$ cat src/inc/iop_defs.vh
// Purpose: Constants for the I/O parameter block
// Assumes: Plain register port, byte registers, 25 MHz clock
// Notes: Summary of operation
// Summary of operation
// RQ1: Wire-break enables, only on 4..20 mA range
// RQ2: Module diagnostic interrupt enable bit
// RQ3: Inputs one, two: binary, interrupt, counter
// RQ4: Input three adds frequency and period modes
// RQ5: Input four: binary or interrupt only
// RQ6: Hardware interrupt forced or selectable
// RQ7: Edge bit: zero rising, one falling
// RQ8: Input three edge only for codes one, two
// RQ9: Direction bit effective only as counter
// RQ10: Gate time 0.1 s, 1 s, 10 s
// RQ11: Scan cycle code selects conversion period
// RQ12: Analog byte: measurement type and range
// RQ13: End-of-cycle interrupt not when continuous
// RQ14: Software checks parameter consistency when running
// RQ15: Period counter 0.5 us ticks, saturating 24 bit; code ticks every 13 cycles, 0.52 us
// RQ16: Reserved reads zero, bad codes deactivate
// RQ17: Reset loads defaults: voltage, 10 V, binary
`ifndef IOP_DEFS_VH
`define IOP_DEFS_VH
`define IOP_SET_BIT 4
`define IOP_A_DIAG 5'h00
`define IOP_A_WBRK 5'h01
`define IOP_A_RSV 5'h02
`define IOP_A_MIRQ 5'h03
`define IOP_A_UI0 5'h10
`define IOP_A_UI1 5'h11
`define IOP_A_UI2 5'h12
`define IOP_A_UI3 5'h13
`define IOP_A_SCAN 5'h14
`define IOP_A_AI0 5'h15
`define IOP_A_AI1 5'h16
`define IOP_A_AI2 5'h17
`define IOP_A_STAT 5'h18
`define IOP_A_MASK 5'h19
`define IOP_A_PLO 5'h1A
`define IOP_A_PMID 5'h1B
`define IOP_A_PHI 5'h1C
`define IOP_DIAG_MASK 8'h1F
`define IOP_WBRK_MASK 8'h0F
`define IOP_MIRQ_MASK 8'h01
`define IOP_UI_MASK 8'hFF
`define IOP_UI12_MASK 8'h3F
`define IOP_UI3_MASK 8'h1F
`define IOP_AI_MASK 8'hF7
`define IOP_AI_RESET 8'h91
`define IOP_ZERO8 8'h00
`define IOP_USE_DI 3'h0
`define IOP_USE_IRQ 3'h1
`define IOP_USE_CI 3'h2
`define IOP_USE_FC 3'h3
`define IOP_USE_PER 3'h4
`define IOP_TYPE_OFF 2'h0
`define IOP_TYPE_V 2'h1
`define IOP_TYPE_I 2'h2
`define IOP_RNG_OFF 4'h0
`define IOP_RNG_420 4'h3
`define IOP_RNG_PM20 4'h4
`define IOP_RNG_PM10 4'h9
`define IOP_SCAN_16 8'h00
`define IOP_SCAN_CONT 8'h01
`define IOP_SCAN_3 8'h06
`define IOP_SCAN_35 8'h07
`define IOP_SCAN_4 8'h08
`define IOP_GATE_01 2'h0
`define IOP_GATE_1 2'h1
`define IOP_GATE_10 2'h2
`define IOP_GATE_OFF 2'h3
`define IOP_CLK_NS 40
`define IOP_TICK_PS 500000
`define IOP_TICK_CYC 5'h0C
`define IOP_CNT_MAX 24'hFFFFFF
`define IOP_CNT_ONE 24'h000001
`endif

$ cat src/rtl/iop_param_block.v
// Purpose: Parameter storage and decode for analog and universal inputs
// Assumes: Plain register port, read data one cycle after read strobe
// Notes: Address bit 4 selects parameter set one
//
// Local design decision: the plain strobed port.
`timescale 1ns/1ps
`default_nettype none
`include "iop_defs.vh"
module iop_param_block (
  input wire CLK_SYS,
  input wire RST,
  input wire [4:0] ADDR,
  input wire [7:0] WDATA,
  input wire WR,
  input wire RD,
  output reg [7:0] RDATA,
  input wire [3:0] UI_PIN,
  input wire [3:0] AI_WIRE_BREAK,
  input wire AI_CYCLE_DONE,
  output reg [3:0] DIAG_EN,
  output reg [3:0] WBRK_ACTIVE,
  output reg AO_DIAG_EN,
  output reg MOD_DIAG_IRQ_EN,
  output reg [11:0] UI_USE,
  output reg [3:0] UI_HW_IRQ,
  output reg [3:0] UI_FALLING,
  output reg [2:0] UI_COUNT_DOWN,
  output reg [1:0] UI3_GATE,
  output reg UI3_FREQ_MODE,
  output reg UI3_PERIOD_MODE,
  output reg [1:0] SCAN_SEL,
  output reg [8:0] AI_MEAS,
  output reg [11:0] AI_RANGE,
  output reg [2:0] AI_EOC_IRQ,
  output reg IRQ
);
  reg [7:0] diag_q, wbrk_q, mirq_q, scan_q, stat_q, mask_q;
  reg [7:0] ui_q [0:3];
  reg [7:0] ai_q [0:2];
  reg [3:0] pin_s1_q, pin_s2_q, pin_prev_q;
  reg [4:0] tick_q;
  reg tick_en_q;
  reg [7:0] rd_d;
  wire [23:0] period;
  wire period_done;
  wire scan_cont = (scan_q == `IOP_SCAN_CONT);
  wire [3:0] edge_ev;
  wire [7:0] ev;
  integer k;
  // Tick every 0.5 us: 12.5 cycles at 25 MHz, approximated by a 13-cycle divider
  always @(posedge CLK_SYS or posedge RST) begin
    if (RST) begin
      tick_q <= 5'h00;
      tick_en_q <= 1'b0;
    end else begin
      tick_en_q <= (tick_q == `IOP_TICK_CYC); // RQ15
      tick_q <= (tick_q == `IOP_TICK_CYC) ? 5'h00 : tick_q + 5'h01;
    end
  end
  // Pin synchronisers
  always @(posedge CLK_SYS or posedge RST) begin
    if (RST) begin
      pin_s1_q <= 4'h0;
      pin_s2_q <= 4'h0;
      pin_prev_q <= 4'h0;
    end else begin
      pin_s1_q <= UI_PIN;
      pin_s2_q <= pin_s1_q;
      pin_prev_q <= pin_s2_q;
    end
  end
  // Register writes, reserved bits dropped
  always @(posedge CLK_SYS or posedge RST) begin
    if (RST) begin
      diag_q <= `IOP_ZERO8; // RQ17
      wbrk_q <= `IOP_ZERO8;
      mirq_q <= `IOP_ZERO8;
      scan_q <= `IOP_SCAN_16;
      for (k = 0; k < 4; k = k + 1) ui_q[k] <= `IOP_ZERO8; // RQ17
      for (k = 0; k < 3; k = k + 1) ai_q[k] <= `IOP_AI_RESET; // RQ17
    end else if (WR) begin
      case (ADDR)
        `IOP_A_DIAG: diag_q <= WDATA & `IOP_DIAG_MASK;
        `IOP_A_WBRK: wbrk_q <= WDATA & `IOP_WBRK_MASK; // RQ1
        `IOP_A_MIRQ: mirq_q <= WDATA & `IOP_MIRQ_MASK; // RQ2
        `IOP_A_UI0: ui_q[0] <= WDATA & `IOP_UI12_MASK; // RQ16
        `IOP_A_UI1: ui_q[1] <= WDATA & `IOP_UI12_MASK;
        `IOP_A_UI2: ui_q[2] <= WDATA & `IOP_UI_MASK;
        `IOP_A_UI3: ui_q[3] <= WDATA & `IOP_UI3_MASK;
        `IOP_A_SCAN: scan_q <= WDATA; // RQ11
        `IOP_A_AI0: ai_q[0] <= WDATA & `IOP_AI_MASK; // RQ12
        `IOP_A_AI1: ai_q[1] <= WDATA & `IOP_AI_MASK;
        `IOP_A_AI2: ai_q[2] <= WDATA & `IOP_AI_MASK;
        default: diag_q <= diag_q; // RQ16
      endcase
    end
  end
  // Decode of universal inputs
  reg [2:0] use_dec [0:3];
  reg [3:0] wbrk_d, hw_d, fall_d;
  reg [2:0] dir_d;
  reg [1:0] gate_d, scan_sel_d;
  reg [8:0] meas_d;
  reg [11:0] rng_d;
  reg [2:0] eoc_d;
  integer i;
  always @* begin
    for (i = 0; i < 4; i = i + 1) begin
      use_dec[i] = ui_q[i][2:0];
      if (i < 2 && use_dec[i] > `IOP_USE_CI) use_dec[i] = `IOP_USE_DI; // RQ3
      if (i == 2 && use_dec[i] > `IOP_USE_PER) use_dec[i] = `IOP_USE_DI; // RQ4
      if (i == 3 && use_dec[i] > `IOP_USE_IRQ) use_dec[i] = `IOP_USE_DI; // RQ5
      hw_d[i] = (use_dec[i] == `IOP_USE_IRQ) |
        ((use_dec[i] == `IOP_USE_CI) & ui_q[i][3]); // RQ6
      if (i == 2)
        fall_d[i] = ((use_dec[i] == `IOP_USE_IRQ) | (use_dec[i] == `IOP_USE_CI))
          & ui_q[i][4]; // RQ8
      else
        fall_d[i] = (use_dec[i] != `IOP_USE_DI) & ui_q[i][4]; // RQ7
    end
    for (i = 0; i < 3; i = i + 1)
      dir_d[i] = (use_dec[i] == `IOP_USE_CI) & ui_q[i][5]; // RQ9
    gate_d = `IOP_GATE_OFF;
    if (use_dec[2] == `IOP_USE_FC && ui_q[2][7:6] <= `IOP_GATE_10)
      gate_d = ui_q[2][7:6]; // RQ10
    case (scan_q)
      `IOP_SCAN_16: scan_sel_d = 2'h0;
      `IOP_SCAN_CONT: scan_sel_d = 2'h1;
      `IOP_SCAN_3, `IOP_SCAN_35, `IOP_SCAN_4: scan_sel_d = 2'h2;
      default: scan_sel_d = 2'h0; // RQ16
    endcase
    for (i = 0; i < 3; i = i + 1) begin
      meas_d[i*3 +: 3] = {1'b0, ai_q[i][1:0]};
      rng_d[i*4 +: 4] = ai_q[i][7:4];
      if (ai_q[i][1:0] == `IOP_TYPE_V && ai_q[i][7:4] != `IOP_RNG_PM10)
        rng_d[i*4 +: 4] = `IOP_RNG_OFF; // RQ12
      if (ai_q[i][1:0] == `IOP_TYPE_I && ai_q[i][7:4] != `IOP_RNG_420 &&
          ai_q[i][7:4] != `IOP_RNG_PM20)
        rng_d[i*4 +: 4] = `IOP_RNG_OFF; // RQ16
      if (ai_q[i][1:0] != `IOP_TYPE_V && ai_q[i][1:0] != `IOP_TYPE_I) begin
        meas_d[i*3 +: 3] = 3'h0;
        rng_d[i*4 +: 4] = `IOP_RNG_OFF;
      end
      eoc_d[i] = ai_q[i][2] & ~scan_cont; // RQ13
    end
    for (i = 0; i < 3; i = i + 1)
      wbrk_d[i] = wbrk_q[i] & (rng_d[i*4 +: 4] == `IOP_RNG_420); // RQ1
    wbrk_d[3] = 1'b0;
  end
  iop_period_counter u_period (
    .clk(CLK_SYS),
    .rst(RST),
    .enable(use_dec[2] == `IOP_USE_PER),
    .tick(tick_en_q),
    .level(pin_s2_q[2]),
    .period_q(period),
    .done_q(period_done)
  );
  // Events: input edges per selected edge, wire break, cycle end, period done
  genvar g;
  generate
    for (g = 0; g < 4; g = g + 1) begin : g_edge
      assign edge_ev[g] = hw_d[g] & (fall_d[g] ? (pin_prev_q[g] & ~pin_s2_q[g])
        : (~pin_prev_q[g] & pin_s2_q[g])); // RQ6
    end
  endgenerate
  assign ev = {period_done, AI_CYCLE_DONE & (|eoc_d),
    (|(AI_WIRE_BREAK & wbrk_d)) & mirq_q[0], 1'b0, edge_ev}; // RQ2
  wire stat_rd = RD && ADDR == `IOP_A_STAT;
  // Status: set wins over read-clear
  always @(posedge CLK_SYS or posedge RST) begin
    if (RST) begin
      stat_q <= `IOP_ZERO8;
      mask_q <= `IOP_ZERO8;
    end else begin
      stat_q <= (stat_rd ? `IOP_ZERO8 : stat_q) | ev;
      if (WR && ADDR == `IOP_A_MASK) mask_q <= WDATA;
    end
  end
  // Read mux, unmapped reads zero
  always @* begin
    case (ADDR)
      `IOP_A_DIAG: rd_d = diag_q;
      `IOP_A_WBRK: rd_d = wbrk_q;
      `IOP_A_RSV: rd_d = `IOP_ZERO8; // RQ16
      `IOP_A_MIRQ: rd_d = mirq_q;
      `IOP_A_UI0: rd_d = ui_q[0];
      `IOP_A_UI1: rd_d = ui_q[1];
      `IOP_A_UI2: rd_d = ui_q[2];
      `IOP_A_UI3: rd_d = ui_q[3];
      `IOP_A_SCAN: rd_d = scan_q;
      `IOP_A_AI0: rd_d = ai_q[0];
      `IOP_A_AI1: rd_d = ai_q[1];
      `IOP_A_AI2: rd_d = ai_q[2];
      `IOP_A_STAT: rd_d = stat_q;
      `IOP_A_MASK: rd_d = mask_q;
      `IOP_A_PLO: rd_d = period[7:0];
      `IOP_A_PMID: rd_d = period[15:8];
      `IOP_A_PHI: rd_d = period[23:16];
      default: rd_d = `IOP_ZERO8;
    endcase
  end
  // Registered outputs
  always @(posedge CLK_SYS or posedge RST) begin
    if (RST) begin
      RDATA <= 8'h00;
      DIAG_EN <= 4'h0;
      WBRK_ACTIVE <= 4'h0;
      AO_DIAG_EN <= 1'b0;
      MOD_DIAG_IRQ_EN <= 1'b0;
      UI_USE <= 12'h000;
      UI_HW_IRQ <= 4'h0;
      UI_FALLING <= 4'h0;
      UI_COUNT_DOWN <= 3'h0;
      UI3_GATE <= `IOP_GATE_OFF;
      UI3_FREQ_MODE <= 1'b0;
      UI3_PERIOD_MODE <= 1'b0;
      SCAN_SEL <= 2'h0;
      AI_MEAS <= 9'h049;
      AI_RANGE <= 12'h999;
      AI_EOC_IRQ <= 3'h0;
      IRQ <= 1'b0;
    end else begin
      RDATA <= RD ? rd_d : 8'h00;
      DIAG_EN <= diag_q[3:0];
      WBRK_ACTIVE <= wbrk_d; // RQ1
      AO_DIAG_EN <= diag_q[4];
      MOD_DIAG_IRQ_EN <= mirq_q[0]; // RQ2
      UI_USE <= {use_dec[3], use_dec[2], use_dec[1], use_dec[0]};
      UI_HW_IRQ <= hw_d;
      UI_FALLING <= fall_d;
      UI_COUNT_DOWN <= dir_d;
      UI3_GATE <= gate_d;
      UI3_FREQ_MODE <= use_dec[2] == `IOP_USE_FC; // RQ4
      UI3_PERIOD_MODE <= use_dec[2] == `IOP_USE_PER;
      SCAN_SEL <= scan_sel_d; // RQ11
      AI_MEAS <= meas_d;
      AI_RANGE <= rng_d;
      AI_EOC_IRQ <= eoc_d;
      IRQ <= |(((stat_rd ? `IOP_ZERO8 : stat_q) | ev) & mask_q);
    end
  end
endmodule
`default_nettype wire

$ cat src/rtl/iop_period_counter.v
// Purpose: Period time counter for universal input three
// Assumes: Synchronised input level and one-cycle tick enable
// Notes: Saturates at all ones to flag underrange
`timescale 1ns/1ps
`default_nettype none
`include "iop_defs.vh"
module iop_period_counter (
  input wire clk,
  input wire rst,
  input wire enable,
  input wire tick,
  input wire level,
  output reg [23:0] period_q,
  output reg done_q
);
  reg prev_q;
  reg armed_q;
  reg [23:0] cnt_q;
  wire rise = level & ~prev_q;
  always @(posedge clk or posedge rst) begin
    if (rst) begin
      prev_q <= 1'b0;
      armed_q <= 1'b0;
      cnt_q <= 24'h000000;
      period_q <= 24'h000000;
      done_q <= 1'b0;
    end else begin
      prev_q <= level;
      done_q <= 1'b0;
      if (!enable) begin
        armed_q <= 1'b0;
        cnt_q <= 24'h000000;
      end else if (rise) begin
        armed_q <= 1'b1;
        cnt_q <= 24'h000000;
        if (armed_q) begin
          period_q <= cnt_q; // RQ15
          done_q <= 1'b1;
        end
      end else if (armed_q && tick && cnt_q != `IOP_CNT_MAX) begin
        cnt_q <= cnt_q + `IOP_CNT_ONE; // RQ15
      end
    end
  end
endmodule
`default_nettype wire

$ cat config.mk
export PLATFORM = sky130hd
export DESIGN_NAME = iop_param_block
export DESIGN_NICKNAME = d
export VERILOG_FILES = /design/src/rtl/iop_param_block.v /design/src/rtl/iop_period_counter.v
export VERILOG_INCLUDE_DIRS = /design/src /design/src/inc
export SDC_FILE = /design/constraint.sdc
export NUM_CORES = 1
export LEC_CHECK = 0
export ABC_AREA = 0
export CORE_MARGIN = 2
export CORE_UTILIZATION = 60
export CTS_CLUSTER_SIZE = 40
export DETAILED_ROUTE_END_ITERATION = 10
export DONT_BUFFER_PORTS = 1
export MAX_ROUTING_LAYER = met4
export PLACE_DENSITY = 0.76
export SYNTH_ARGS = -nofsm -noshare
export SYNTH_HDL_FRONTEND = slang
export SYNTH_SLANG_ARGS = --single-unit
$ cat constraint.sdc
create_clock -name CLK_SYS -period 13.4 [get_ports CLK_SYS]
set_input_delay 2.01 -clock CLK_SYS [delete_from_list [all_inputs] [get_ports CLK_SYS]]
set_output_delay 2.01 -clock CLK_SYS [all_outputs]
set_load 0.005 [all_outputs]
==> impl_metrics.csv <==
group,metric,value,unit
run_status,run_status,"finished, final reports clean",
worst_hold_path,worstHoldPathType,"reg2reg",
timing,period_share,26.9,%
routing,met2_routed_wirelength,12.1,mm
final_layout,layout-drive-gt1-share,22.2,%
clock_network,clk_path_buf_depth,3,
clock_network,cts.hold.buffers_added,0,
routing,number_of_vias_after_detailed_routing,6353,
routing,detailed_routed_wire_length_on_met3,1.59,mm
pwr,peakVddDrop,0.123,mV
setup_path,cp_endpoint_kind,"flop",
run,maxCapViolations,0,
die,floorplan.die_area,16400,um2
final_layout,summed_area_of_non_filler_cells_in_the_final_layout,10300,um2
timing,finalHoldViolCount,0,
clock_network,clk_pin_slew,0.06,ns
synthesis,synth_cell_types,64,
routing,post-route-drc-count,0,
clock_network,post_cts.resized_instances,0,
synthesis,count_of_state_elements_after_synthesis,216,
final_layout,area_grow_syn2layout,11.5,%
die,die_w,128,um
die,start_util,61.2,%
global_routing,grt.total_usage,31.4,%
synthesis,ys_async_sr_fraction,100,%
synthesis,synth.yosys.warnings,0,
clock_network,clock_sinks,216,
final_layout,post-route-util,68.2,%
place,dp_hpwl,17.1,mm
timing,finClkSkew,0.0220,ns
timing,rsz0062_at_grt,"no",
die,core_area,15100,um2
setup_path,path_max_fanout,13,
setup_path,worst_path_max_delay_cell,"nor3_1",
place,buffer_ports.inserted,0,
routing,routed_via_density,6.58,
clock_network,clock-root-buffer,"clkbuf_16",
global_routing,grt_pass1_vias,6338,
setup_path,crit_chain,"or3_1 -> nor3_1 -> nand2_1 -> mux2_2",
timing,slew-limit-headroom,27.3,%
global_routing,grt_start_max_net_pins,140,
synthesis,synth_area_per_cell,12.3,um2
global_routing,antenna_violations_before_repair,0,
clock_network,worst_skew_pair.late_latency,0.51,ns
global_routing,grt-ovfl-total,0,
final_layout,numnets_final,797,
synthesis,sequential_element_share_of_the_synthesized_area,58.8,%
setup_path,critPathKind,"in2reg",
routing,number_of_design_rule_violations_left_by_the_first_detailed_router_iteration,528,
clock_network,post_cts.repair.setup_buffers,0,
synthesis,syn-instance-count,751,
die,floorplan.die.height,128,um
setup_path,cp_slowest_stage_delay,0.72,ns
setup_path,required,13.77,ns
timing,final.setup.tns,0,ns
routing,detail_route.wl_per_cell,25.0,um
synthesis,synth_ff_type,"dfrtp_1",
final_layout,insertedDiodeCount,0,
place,global_placer_s_final_weighted_congestion,0.948,
synthesis,netlist_area_before_placement,9230,um2
timing,fmax,277,MHz
pwr,leakage,0.00451,uW
clock_network,tritoncts,"done",
clock_network,number_of_buffers_inserted_during_clock_tree_synthesis,22,
die,boundaryPins,98,
routing,drt_pre_antenna_iters,5,
clock_network,clock_tree.htree_level_count,1,
pwr,cellPowerDensity,166,nW/um2
timing,slew_viol_final,0,
place,placedInstanceArea,9420,um2
setup_path,worst_setup_path_start_kind,"input pin",
global_routing,first_pass_grt_wire_length,37.6,mm
timing,finalSetupViolCount,0,
routing,postRouteAntennaNets,0,
synthesis,number_of_enable_type_register_cells_in_the_synthesized_netlist,0,
die,fp-row-count,45,
routing,dr.max_layer_used,"met4",
timing,max_slew.worst_pin.slew,1.09,ns
timing,timing.final.crit_period,3.61,ns
routing,detail_route.wirelength.met1,9.92,mm
routing,drt-total-wl,24.2,mm
setup_path,cp.arrival,3.98,ns
-- cells in the mapped netlist, drive strengths merged, types with 8 or more instances --
master    n  area share (%)
o21ai    17            0.92
nor2     35             1.4
nand2    43             1.7
or3      12            0.81
clkbuf   16            0.65
buf       9            0.57
and3      9            0.61
nor3      9            0.49
nand3    19             1.0
or4       9            0.77
mux2     96              12
ha        9             1.2
and2     18             1.2
nor3b    15             1.2
a22o      9            0.85
a22oi    34             2.8
nor2b     9            0.61
a21oi    28             1.5
o31ai     8            0.65
inv      29             1.2
dfrtp   196              53
dfstp    20             5.7
-- per-layer routing --
metal / vias to the layer above / global-route usage [%]
li1: 2783 / -
met1: 3273 / 40.6
met2: 249 / 51.9
met3: 48 / 6.05
met4: 0 / 7.50
met5: - / -
-- per-stage QoR --
| step | setup slack [ns] | std cells | hold WS [ns] | total power [uW] |
|---|---|---|---|---|
| 2_1_floorplan | 5.52 | 758 | 0.331 | 933 |
| 3_3_place_gp | 9.41 | 926 | 0.333 | 983 |
| 3_5_place_dp | 9.42 | 926 | 0.341 | 995 |
| 4_1_cts | 9.92 | 966 | 0.354 | 1710 |
| 5_1_grt | 9.87 | 966 | 0.363 | 1770 |
| 6_report | 9.79 | 966 | 0.351 | 1710 |
-- placed cells by master, fill, tap and decap left out, types with 8 or more instances in the layout --
cell type  synthesis  routed
dfrtp_1          196     196
mux2_2            96      96
nand2_1           43      43
nor2_1            35      35
a22oi_1           34      34
a21oi_1           28      28
inv_1             29      28
clkbuf_16          0      23
dfstp_2           20      20
nand3_1           19      19
and2_1            18      18
o21ai_0           17      17
nor3b_1           15      15
or3_1             12      12
nor3_1             9       9
nor2b_1            9       9
and3_1             9       9
a22o_1             9       9
ha_1               9       9
conb_1             1       8
o31ai_1            8       8
or4_1              8       8
-- report_power, final --
part / internal [uW] / total, uW / switching, uW
Combinational: 78.0 / 160 / 82.5
Clock: 469 / 721 / 252
Sequential: 740 / 827 / 87.7
Total: 1290 / 1710 / 422
-- critical path, delay by kind of cell --
family	cells	cell delay (ns)
simple gates	3	1.57
mux	1	0.38
-- sequential cells by signal, summed over array words and instances (netlist names), 5 cells and up --
signal / cells
UI_USE: 12
ai_q: 21
ui_q: 25
u_period.cnt_q: 24
AI_MEAS: 6
RDATA: 8
scan_q: 8
mask_q: 8
stat_q: 8
diag_q: 5
tick_q: 5
AI_RANGE: 12
u_period.period_q: 24
-- cells by family after synthesis --
kind of cell             Yosys count  share of synthesized area, %
other                              1                        0.0406
buffers and inverters             54                          2.40
adder cells (fa/ha/maj)            9                          1.22
XOR/XNOR                           8                         0.759
multiplexers                      97                          11.8
AO/OA/AOI/OAI                    146                          11.2
AND/OR/NAND/NOR                  220                          13.7
flip-flops                       216                          58.8
-- final timing paths --
check / startpoint / end / slack [ns] / depth (start not counted)
worst min-delay path: pin_s1_q[1] / pin_s2_q[1] / 0.35 / 0
worst max-delay path: ADDR[1] / diag_q[0] / 9.79 / 4
min in group asynchronous: RST / AI_RANGE[9] / 1.54 / 1
worst min register to register: pin_s1_q[1] / pin_s2_q[1] / 0.35 / 0
worst max register to register: u_period.cnt_q[6] / u_period.cnt_q[21] / 10.88 / 5
max in group asynchronous: RST / diag_q[0] / 10.31 / 2
-- area by class of cell --
type                    instances  area [um2]
flip-flops and latches        216        5430
fillers                      1072        4800
multi-input cells             488        3600
clock buffers                  29         638
well taps                     188         235
clock inverters                11         230
inverters                      29         116
repair buffers                  5        37.5
Note: power is estimated with default switching activity, not from simulation.
